[config.mk]
export PLATFORM = sky130hd
export DESIGN_NAME = trxcf_regs
export DESIGN_NICKNAME = d
export VERILOG_FILES = /design/src/common/trxcf_pkg.sv /design/src/verilog/trxcf_regs.sv
export VERILOG_INCLUDE_DIRS = /design/src /design/src/common
export SDC_FILE = /design/constraint.sdc
export NUM_CORES = 1
export LEC_CHECK = 0
export BUFFER_PORTS_ARGS = -buffer_cell sky130_fd_sc_hd__buf_2
export CORE_ASPECT_RATIO = 0.6
export CORE_MARGIN = 3
export CORE_UTILIZATION = 55
export CTS_BUF_LIST = sky130_fd_sc_hd__clkbuf_4
export DETAILED_ROUTE_END_ITERATION = 8
export GPL_TIMING_DRIVEN = 0
export PLACE_DENSITY = 0.77
export SETUP_SLACK_MARGIN = 0.2
export SLEW_MARGIN = 10
export SYNTH_ARGS = -nofsm -noshare
export SYNTH_HDL_FRONTEND = slang
export SYNTH_SLANG_ARGS = --single-unit
[constraint.sdc]
create_clock -name core_clk -period 10.51 [get_ports core_clk]
set_input_delay 1.5765 -clock core_clk [delete_from_list [all_inputs] [get_ports core_clk]]
set_output_delay 1.5765 -clock core_clk [all_outputs]
set_load 0.03 [all_outputs]
[src/common/trxcf_map.svh]
// Offsets, field positions, reset values and counts of the transceiver register bank.
// Assumes it is included by bare name from the package only; the design module uses the macros that this include defines.
// Functional notes
// - Sixteen-byte data buffer and six 8-bit control registers, all read and writable except reserved bit 3 of register one.
// - One 8-bit status register outside the RAM, read only for the host.
// - Contents kept while powered; turn-on reset loads every control register default.
// - RX interrupt at 4, 8 or 12 buffered bytes or error; code 11 error only.
// - TX interrupt at 4, 8 or 12 bytes left or empty; code 11 empty only.
// - Mode field bits 2:1 of register one: idle, transmit, polling, receive.
// - Transparent bit bypasses buffer; TX data from input pin, RX data to output.
// - Tuning word is thirteen bits from register two and register three fields.
// - Register two bit 0: RX bit-check interrupt mask, TX Manchester or NRZ.
// - Register three bits 1 and 0 enable supply output and clock output.
// - Bit check success in receive or polling mode, key event or power-on flag force both enables on.
// - Register four bit 7 selects FSK when clear, ASK when set.
// - Sleep time is field times 1024 data clocks, times eight when stretched.
// - Register four bit 0 doubles the bit timing clock and edge limits.
// - Bit check length is 0, 3, 6 or 9 bits from register five.
// - Minimum edge time is field times bit timing period; below 10 invalid.
// - TX bit period is field plus one, times bit timing period, times two.
// - Rate range sets bit timing period to 8, 4, 2 or 1 data clocks.
// - Maximum edge time is field minus one times bit timing period; below 12 invalid.
// - Power-on flag, auxiliary flag or key event raise the interrupt request.
// - Status read clears power-on, low battery, auxiliary flags and the interrupt.
// - Every serial byte travels most significant bit first in both directions.
`ifndef TRXCF_MAP_SVH
`define TRXCF_MAP_SVH

`define TRXCF_ADDR_IRQ_MODE 4'h0
`define TRXCF_ADDR_TUNE_LOW 4'h1
`define TRXCF_ADDR_TUNE_HIGH 4'h2
`define TRXCF_ADDR_MOD_SLEEP 4'h3
`define TRXCF_ADDR_BITCHK_MIN 4'h4
`define TRXCF_ADDR_RATE_MAX 4'h5
`define TRXCF_ADDR_STATUS 4'h8
`define TRXCF_NUM_CTL 6

`define TRXCF_RST_IRQ_MODE 8'h80
`define TRXCF_RST_TUNE_LOW 8'hb0
`define TRXCF_RST_TUNE_HIGH 8'h7b
`define TRXCF_RST_MOD_SLEEP 8'h28
`define TRXCF_RST_BITCHK_MIN 8'h50
`define TRXCF_RST_RATE_MAX 8'h9c
`define TRXCF_CTL1_WMASK 8'hf7

`define TRXCF_BUF_DEPTH 16
`define TRXCF_LVL_A 5'h04
`define TRXCF_LVL_B 5'h08
`define TRXCF_LVL_C 5'h0c
`define TRXCF_SLEEP_UNIT 18'h00400
`define TRXCF_SLEEP_STRETCH 18'h00008
`define TRXCF_BTP_MAX 5'h08
`define TRXCF_BITCHK_STEP 4'h3
`define TRXCF_MIN_VALID 6'h0a
`define TRXCF_MAX_VALID 6'h0c

`endif

[src/common/trxcf_pkg.sv]
// Types shared by the transceiver register bank.
// Assumes the map header sits beside it on the include path.
package trxcf_pkg;
    `include "trxcf_map.svh"

    typedef enum logic [1:0] {
        TRXCF_IDLE,
        TRXCF_TX,
        TRXCF_RX_POLL,
        TRXCF_RX
    } trxcf_opmode_e;

    typedef struct packed {
        logic [`TRXCF_NUM_CTL-1:0][7:0] ctl;
        logic [`TRXCF_BUF_DEPTH-1:0][7:0] mem;
        logic [3:0] wptr;
        logic [3:0] rptr;
        logic [4:0] count;
        logic [4:0] key_status;
        logic pwr_flag;
        logic batt_flag;
        logic aux_flag;
        logic irq;
        logic [7:0] rdata;
    } trxcf_state_s;
endpackage : trxcf_pkg

[src/verilog/trxcf_regs.sv]
// Control and status register bank with the shared TX/RX byte buffer.
// Assumes a serial engine turns the four-wire port into register and buffer strobes,
// shifting each byte most significant bit first, and that arst_n is the turn-on reset.
`timescale 1ns/100ps
module trxcf_regs
    import trxcf_pkg::*;
#(
    parameter int BUF_DEPTH = `TRXCF_BUF_DEPTH
) (
    // Clock and reset
    input wire logic core_clk,
    input wire logic arst_n,
    // Register port from the serial engine
    input wire logic [3:0] reg_addr,
    input wire logic reg_wr,
    input wire logic reg_rd,
    input wire logic [7:0] reg_wdata,
    output logic [7:0] reg_rdata,
    // Buffer port from the serial engine
    input wire logic host_buf_wr,
    input wire logic [7:0] host_buf_wdata,
    input wire logic host_buf_rd,
    output logic [7:0] buf_head,
    output logic [4:0] buf_count,
    // Radio datapath
    input wire logic rx_push,
    input wire logic [7:0] rx_byte,
    input wire logic tx_pop,
    input wire logic rx_error,
    input wire logic bitcheck_ok,
    // Wake and supply events
    input wire logic key_event,
    input wire logic [4:0] key_pressed,
    input wire logic key_debounce_active,
    input wire logic pwr_on_event,
    input wire logic aux_event,
    input wire logic low_batt_level,
    // Transparent path
    input wire logic serial_in_pin,
    input wire logic spi_sdo,
    input wire logic rx_demod,
    output logic serial_out_pin,
    output logic tx_mod_data,
    output logic transparent_mode,
    // Configuration towards the radio
    output trxcf_opmode_e op_mode,
    output logic analog_supply_enable,
    output logic band_select,
    output logic [12:0] tuning_word,
    output logic manchester_en,
    output logic bitcheck_irq_en,
    output logic modulation_select,
    output logic [17:0] sleep_cycles,
    output logic [4:0] bit_timing_cycles,
    output logic [9:0] min_edge_cycles,
    output logic [9:0] max_edge_cycles,
    output logic [11:0] tx_bit_cycles,
    output logic [3:0] bitcheck_bits,
    output logic min_limit_invalid,
    output logic max_limit_invalid,
    output logic ext_supply_out_enable,
    output logic clk_out_enable,
    output logic irq
);

    if (BUF_DEPTH != `TRXCF_BUF_DEPTH) begin : g_depth_check
        $error("trxcf_regs: the buffer pointers serve a depth of sixteen only");
    end

    trxcf_state_s s;
    trxcf_state_s next_s;
    logic tmode;
    logic rx_any;
    logic tx_mode;
    logic wr_en;
    logic rd_en;
    logic [4:0] lvl;
    logic lvl_on;
    logic [4:0] next_count;
    logic stat_rd;
    logic force_on;
    logic [7:0] status_byte;

    ////////////////////////////////////////////////////////////////////////////////
    // Decoded controls.

    assign tmode = s.ctl[0][0];
    assign op_mode = trxcf_opmode_e'(s.ctl[0][2:1]);
    assign rx_any = (op_mode == TRXCF_RX) || (op_mode == TRXCF_RX_POLL);
    assign tx_mode = (op_mode == TRXCF_TX);
    assign stat_rd = reg_rd && (reg_addr == `TRXCF_ADDR_STATUS);
    // A power-on event forces the enables in the cycle that sets the flag.
    // Waiting for the flag would leave the supply off for one cycle.
    assign force_on = (bitcheck_ok && rx_any) || key_event || key_debounce_active
        || pwr_on_event || s.pwr_flag;
    assign status_byte = {s.key_status, s.pwr_flag, s.batt_flag, s.aux_flag};

    // The buffer is frozen in transparent mode so stale bytes cannot leak out later.
    assign wr_en = !tmode && (s.count != 5'(BUF_DEPTH))
        && (host_buf_wr || (rx_push && rx_any));
    assign rd_en = !tmode && (s.count != 5'h00)
        && (host_buf_rd || (tx_pop && tx_mode));
    assign next_count = s.count + {4'h0, wr_en} - {4'h0, rd_en};

    always_comb begin
        lvl = `TRXCF_LVL_C;
        lvl_on = 1'b1;
        unique case (s.ctl[0][7:6])
            2'b00: lvl = `TRXCF_LVL_A;
            2'b01: lvl = `TRXCF_LVL_B;
            2'b10: lvl = `TRXCF_LVL_C;
            2'b11: lvl_on = 1'b0;
        endcase
    end

    ////////////////////////////////////////////////////////////////////////////////
    // Next state.

    always_comb begin
        next_s = s;
        // Register writes; the status address takes no writes.
        if (reg_wr && (reg_addr < 4'(`TRXCF_NUM_CTL))) begin
            next_s.ctl[reg_addr[2:0]] = reg_wdata;
        end
        next_s.ctl[0] = next_s.ctl[0] & `TRXCF_CTL1_WMASK;
        // Forcing wins over a host write to the enables in the same cycle.
        if (force_on) begin
            next_s.ctl[2][1:0] = 2'b11;
        end
        // Register read data, with unmapped addresses reading zero.
        if (reg_rd) begin
            if (reg_addr < 4'(`TRXCF_NUM_CTL)) begin
                next_s.rdata = s.ctl[reg_addr[2:0]];
            end else if (reg_addr == `TRXCF_ADDR_STATUS) begin
                next_s.rdata = status_byte;
            end else begin
                next_s.rdata = 8'h00;
            end
        end
        // Buffer.
        if (wr_en) begin
            next_s.mem[s.wptr] = host_buf_wr ? host_buf_wdata : rx_byte;
            next_s.wptr = s.wptr + 4'h1;
        end
        if (rd_en) begin
            next_s.rptr = s.rptr + 4'h1;
        end
        next_s.count = next_count;
        // Status flags: the read clears first so that a same-cycle event survives.
        if (stat_rd) begin
            next_s.pwr_flag = 1'b0;
            next_s.aux_flag = 1'b0;
            next_s.batt_flag = 1'b0;
            next_s.irq = 1'b0;
        end
        if (low_batt_level) begin
            next_s.batt_flag = 1'b1;
        end
        if (key_event) begin
            next_s.key_status = key_pressed;
            next_s.irq = 1'b1;
        end
        if (pwr_on_event) begin
            next_s.pwr_flag = 1'b1;
            if (!s.pwr_flag) begin
                next_s.irq = 1'b1;
            end
        end
        if (aux_event) begin
            next_s.aux_flag = 1'b1;
            if (!s.aux_flag) begin
                next_s.irq = 1'b1;
            end
        end
        // Buffer level and radio events.
        if (rx_any && !tmode) begin
            if (rx_error || (lvl_on && wr_en && !rd_en && (next_count == lvl))) begin
                next_s.irq = 1'b1;
            end
        end
        if (rx_any && bitcheck_ok && !s.ctl[1][0]) begin
            next_s.irq = 1'b1;
        end
        if (tx_mode && !tmode && rd_en && !wr_en) begin
            if ((next_count == 5'h00) || (lvl_on && (next_count == lvl))) begin
                next_s.irq = 1'b1;
            end
        end
    end

    // Turn-on reset: defaults in every control register, buffer and flags empty.
    always_ff @(posedge core_clk or negedge arst_n) begin
        if (!arst_n) begin
            s <= '0;
            s.ctl[0] <= `TRXCF_RST_IRQ_MODE;
            s.ctl[1] <= `TRXCF_RST_TUNE_LOW;
            s.ctl[2] <= `TRXCF_RST_TUNE_HIGH;
            s.ctl[3] <= `TRXCF_RST_MOD_SLEEP;
            s.ctl[4] <= `TRXCF_RST_BITCHK_MIN;
            s.ctl[5] <= `TRXCF_RST_RATE_MAX;
        end else begin
            s <= next_s;
        end
    end

    ////////////////////////////////////////////////////////////////////////////////
    // Outputs.

    // The serial engine shifts every byte out from bit 7 down.
    assign reg_rdata = s.rdata;
    assign buf_head = s.mem[s.rptr];
    assign buf_count = s.count;
    assign irq = s.irq;
    assign transparent_mode = tmode;
    assign serial_out_pin = tmode ? rx_demod : spi_sdo;
    assign tx_mod_data = tmode ? serial_in_pin : 1'b0;
    assign analog_supply_enable = s.ctl[0][5];
    assign band_select = s.ctl[0][4];
    assign tuning_word = {s.ctl[2][7:2], s.ctl[1][7:1]};
    assign manchester_en = !s.ctl[1][0];
    assign bitcheck_irq_en = !s.ctl[1][0];
    assign ext_supply_out_enable = s.ctl[2][1];
    assign clk_out_enable = s.ctl[2][0];
    assign modulation_select = s.ctl[3][7];
    // The products are sized for the largest fields; a maximum limit of zero wraps,
    // but such a value is flagged invalid anyway.
    assign sleep_cycles = 18'(s.ctl[3][6:2]) * `TRXCF_SLEEP_UNIT
        * (s.ctl[3][1] ? `TRXCF_SLEEP_STRETCH : 18'h00001);
    assign bit_timing_cycles = (`TRXCF_BTP_MAX >> s.ctl[5][7:6])
        << s.ctl[3][0];
    assign bitcheck_bits = {2'b00, s.ctl[4][7:6]} * `TRXCF_BITCHK_STEP;
    assign min_edge_cycles = 10'(s.ctl[4][5:0]) * 10'(bit_timing_cycles);
    assign max_edge_cycles = (10'(s.ctl[5][5:0]) - 10'h001)
        * 10'(bit_timing_cycles);
    assign tx_bit_cycles = (12'(s.ctl[4][5:0]) + 12'h001) * 12'(bit_timing_cycles)
        * 12'h002;
    assign min_limit_invalid = s.ctl[4][5:0] < `TRXCF_MIN_VALID;
    assign max_limit_invalid = s.ctl[5][5:0] < `TRXCF_MAX_VALID;
endmodule : trxcf_regs

### Yosys cells after proc, flatten, opt, wreduce, memory -nomap -nowiden

Index checks and enable logic that the tools add are counted.

| word-level totals | value |
|---|---|
| register bits after elaboration | 205 |
| output and inout bits | 108 |

| cells by class | value |
|---|---|
| shift-type cells | 2 |
| multiplexer cells | 33 |
| equal/unequal tests | 8 |
| add/sub/neg operators | 6 |
| reduce and logical (&&, ||, !) cells | 40 |
| $mul | 5 |
| order comparisons | 8 |

Operator list:

| operator | number |
|---|---|
| bitwise mux 128 bit | 1 |
| 2-to-1 mux 8 bit | 7 |
| bitwise mux 48 bit | 1 |
| binary-select mux 8 bit (select 4 bit) | 1 |
| demux 8 bit (select 4 bit) | 1 |
| binary-select mux 8 bit (select 3 bit) | 1 |
| demux 8 bit (select 3 bit) | 1 |
| logical AND 1 bit | 20 |
| 2-to-1 mux 18 bit | 1 |
| 2-to-1 mux 1 bit | 14 |
| < comparator 6 x 4 -> 1 bit (second input constant) | 2 |
| multiplier 7 x 5 -> 11 bit | 1 |
| < comparator 4 x 5 -> 1 bit (second input constant) | 2 |
| multiplier 6 x 5 -> 10 bit | 1 |
| multiplier 7 x 6 -> 10 bit | 1 |
| logical OR 1 bit | 9 |
| adder 4 x 1 -> 4 bit (second input constant) | 2 |
| multiplier 5 x 4 -> 8 bit | 1 |
| 2-to-1 mux 4 bit | 2 |
| case mux 4 bit (2 select lines) | 1 |
| nonzero test 2 bit | 4 |
| adder 6 x 1 -> 7 bit (second input constant) | 1 |
| subtractor 6 x 1 -> 7 bit (second input constant) | 1 |
| == test 2 bit (second input constant) | 3 |
| 18 further kinds | 23 |

### Longest topological paths before layout

| logic depth | value |
|---|---|
| depth in word-level cells | 15 |
| gate-level depth with buffers | 19 |

### Worst setup path after synthesis

Ideal clock, no wire load.

| timing path | value |
|---|---|
| path kind | reg-to-output |
| start point | register s[205] (netlist name) |
| end point | output port min_edge_cycles[9] |
| cell stages (with the launch flop) | 18 |
| buffers on the path | 2 |
| slack | 4.336 ns |
| data arrival time | 4.598 ns |
| required time | 8.934 ns |
| path through | dfstp_2 > clkbuf_1 > nand2_1 > o21a_1 > inv_1 > clkbuf_1 > nand2_1 > fa_1 > inv_1 > fa_1 > inv_1 > fa_1 > inv_1 > ha_1 > a21oi_1 > o21ai_0 > o41ai_1 > xnor2_1 |

| between the ends | value |
|---|---|
| word-level cells in the longest chain between the ends | 3 |

RTL lines:

| item | RTL line | source |
|---|---|---|
| start: declaration | trxcf_regs.sv:70 | `trxcf_state_s s;` |
| start signal: assignment | trxcf_regs.sv:202 | `s <= next_s;` |
| >> shifter 4 x 2 -> 5 bit (no line) | n/a |  |
| << shifter 5 x 1 -> 5 bit | trxcf_regs.sv:229 | `` assign bit_timing_cycles = (`TRXCF_BTP_MAX >> s.ctl[5][7:6]) `` |
| net bit_timing_cycles[2] | trxcf_regs.sv:54 | `output logic [4:0] bit_timing_cycles,` |
| multiplier 6 x 5 -> 10 bit | trxcf_regs.sv:232 | `assign min_edge_cycles = 10'(s.ctl[4][5:0]) * 10'(bit_timing_cycles);` |
| end: declaration | trxcf_regs.sv:55 | `output logic [9:0] min_edge_cycles,` |

The timed path passes the listed nets, and every way through them passes these cells.

### Worst setup path after layout

| timing path | value |
|---|---|
| start point | register s[205] (netlist name) |
| end point | output port tx_bit_cycles[11] |

| between the ends | value |
|---|---|
| word-level cells in the longest chain between the ends | 3 |

RTL lines:

| item | RTL line | source |
|---|---|---|
| >> shifter 4 x 2 -> 5 bit (no line) | n/a |  |
| << shifter 5 x 1 -> 5 bit | trxcf_regs.sv:229 |  |
| multiplier 7 x 5 -> 11 bit | trxcf_regs.sv:235 | `assign tx_bit_cycles = (12'(s.ctl[4][5:0]) + 12'h001) * 12'(bit_timing_cycles)` |
| end: declaration | trxcf_regs.sv:57 | `output logic [11:0] tx_bit_cycles,` |

No other way between the ends.

==> impl_metrics.csv <==
group,metric,value,unit
cts,clock_latency,0.67,ns
layout,nFillCells,1900,
yosys,ys_types,65,
placed_design,place_congestion,0.867,
cts,cts_resized,0,
route,via_per_inst,5.46,
route,first_iter_violations,705,
cts,ctsHoldBuffers,0,
pwr,power.density,276,nW/um^2
grt,antenna_found_initial,0,
yosys,synth_top_cell_by_area,"dfrtp_1",
yosys,syn_area,13200,um^2
cts,cts_sinks,205,
pwr,irDropWorstVdd,0.179,mV
yosys,syn_inst,1246,
setup_path,critPathRequiredTime,8.93,ns
yosys,synthFlopType,"dfrtp_1",
floorplan,rows,43,
floorplan,dieWidth,206,um
sta,maxClockFrequency,136,MHz
sta,finalHoldViolCount,0,
floorplan,num_io_pins,159,
sta,setup_viol,0,
sta,slew_headroom,34.8,%
grt,grtUsageTotal,25.1,%
cts,clk_pin_slew,0.07,ns
min_path,holdCritPathClass,"register to register",
sta,worst_slew_pin_slew,0.972,ns
cts,htree_levels,2,
yosys,synth_top_area_share,35.4,%
run,cap_viol_max_count,0,
grt,grt_pass1_wl,51.8,mm
yosys,ys_warn_count,0,
grt,grt-ovfl-total,0,
placed_design,dp.final_hpwl,24.8,mm
cts,clockRootBuffer,"clkbuf_4",
setup_path,worst_ep_arrival_time,5.76,ns
yosys,async_flop_share,100,%
route,drc,0,
route,vias,9868,
floorplan,core,23300,um^2
setup_path,critPathKind,"register to output pin",
route,drt-pass1-iter-count,5,
floorplan,start_util,56.6,%
sta,maxSlewViolCount,0,
yosys,synthTopCellsByArea,"dfrtp_1 (35%), mux4_2 (7.7%), fa_1 (6.7%)",
sta,fin_crit_sh,69.8,%
pwr,power,4150,uW
floorplan,dieArea,26000,um^2
cts,tritoncts,"built",
setup_path,end_kind,"output pin",
status,status,"finished, final reports clean",
route,detail-route-antenna-nets,0,
floorplan,die_y,126,um
sta,rsz0062_at_grt,"false",
cts,clk_path_buf_depth,3,
sta,fin_tns_setup,0,ns
layout,syn2layout_area_growth,14.0,%
yosys,seq_area_frac_synth,39.0,%
sta,finClkSkew,0.0476,ns
placed_design,dp_slack,3.94,ns
setup_path,critPathMaxFanout,10,
yosys,synth-seq-cells,205,
yosys,synth-edff-count,0,
setup_path,cp-start-kind,"register",
grt,grt_max_degree,95,
cts,cts_setup_buffers,0,
yosys,netlist_top_cells_count,"dfrtp_1 (187), nand2_1 (184), inv_1 (104), ha_1 (70), nor2_1 (66)",
yosys,avgSynthCellArea,10.6,um^2
sta,fin_ws,3.17,ns
yosys,synth.most_common_cell,"dfrtp_1",
layout,final_layout_size_suffix_gt1_share,29.9,%
layout,nNetsFinal,1620,
route,routed_wl,31.6,mm
pwr,p_leak,0.00746,uW
sta,fin_crit,7.34,ns
layout,diodes,0,
grt,grt_pass1_vias,9794,
placed_design,port-buffer-count,144,
route,wl_per_cell,17.5,um
cts,cts_made_buffers,49,
==> metrics by stage <==
stage	std cells	hold slack (ns)	util, %	instance area [um^2]
2_1_floorplan	1258	0.444	-	13300
3_3_place_gp	1717	0.457	61.5	14400
3_5_place_dp	1719	0.465	61.8	14400
4_1_cts	1807	0.484	64.5	15100
5_1_grt	1807	0.505	64.5	15100
6_report	1807	0.478	64.5	15100
==> state kept, by name, summed over array words and instances (netlist names) <==
signal and flops:
modulation_select 1, transparent_mode 1, analog_supply_enable 1, clk_out_enable 1
reg_rdata 8, irq 1, tuning_word 13, op_mode 2
band_select 1, s 170, buf_count 5, ext_supply_out_enable 1
==> cells in the final DEF, fill, tap and decap left out, types with 7 or more instances in the layout <==
cell and count:
buf_2 155, fa_1 44, nand2_1 184, mux4_2 45, o21ai_2 7, o21ai_0 65
a221o_1 7, clkinv_1 15, clkbuf_1 29, nand2b_1 9, and2_1 14, nand3_4 12
mux2_2 52, ha_1 70, and3_1 10, dfstp_2 18, nor2_1 66, a21oi_1 15
clkbuf_4 69, o21ai_1 63, nor2b_1 13, dfrtp_1 187, buf_4 44, inv_1 104
nand3_1 7, xnor2_1 39, buf_6 14, mux2i_1 19, xor2_1 10, conb_1 14
o22ai_1 7, a21o_1 9
==> layout make-up <==
| class | count | area (um^2) | share of cell area [%] |
|---|---|---|---|
| Multi-Input combinational cell | 841 | 7000 | 46.5 |
| Sequential cell | 205 | 5150 | 34.2 |
| Timing Repair Buffer | 146 | 786 | 5.22 |
| Buffer | 106 | 697 | 4.63 |
| Clock buffer | 69 | 518 | 3.44 |
| Inverter | 106 | 398 | 2.64 |
| Tap cell | 315 | 394 | 2.62 |
| Clock inverter | 19 | 109 | 0.723 |
==> power by group <==
group / internal (uW) / leakage [uW] / switching [uW]
Combinational: 894 / 0.00456 / 1330
Sequential: 1090 / 0.00254 / 187
Clock: 330 / 0.000364 / 322
Total: 2310 / 0.00746 / 1840
==> worst max-delay path: stages, from the launching register on <==
cell and delay [ns]:
dfstp_2 0.57, clkbuf_1 0.35, nand2_1 0.10, o21a_1 0.20
clkbuf_1 0.26, or2_2 0.38, fa_1 0.46, fa_1 0.54
fa_1 0.56, inv_1 0.04, ha_1 0.32, a21o_1 0.19
a21oi_1 0.21, o21ai_0 0.16, o41ai_1 0.35, xnor2_1 0.16
buf_2 0.21
==> path summary, 6_finish.rpt <==
check                                     to  depth (start not counted)  slack, ns          from
setup / recovery           tx_bit_cycles[11]                         16       3.17        s[205]
hold / removal                         s[59]                          2       0.48         s[59]
setup reg to reg                         irq                         16       7.13  buf_count[2]
hold reg to reg                        s[59]                          2       0.48         s[59]
max in group asynchronous             s[201]                          3       8.58        arst_n
min in group asynchronous     tuning_word[7]                          1       0.81        arst_n
==> cells by family (layout without fill, tap and decap cells) <==
kind of cell / Yosys count / in the layout / share of synthesized area [%]
flops: 205 / 205 / 39.0
other cells: 2 / 14 / 0.0569
compound gates: 198 / 198 / 8.98
simple gates: 347 / 347 / 13.0
fa+ha+maj: 114 / 114 / 13.3
xor+xnor: 51 / 51 / 3.59
mux: 117 / 117 / 13.7
buf+inv: 212 / 446 / 8.29
==> metal layers <==
layer	global-route usage (%)	share of wire, %	wire length, um
met3	6.51	9.0	2830
met2	33.8	40	12600
met4	5.34	1.4	442
met5	0	0	0
met1	40.8	50	15700
(Power assumes the default switching activity.)
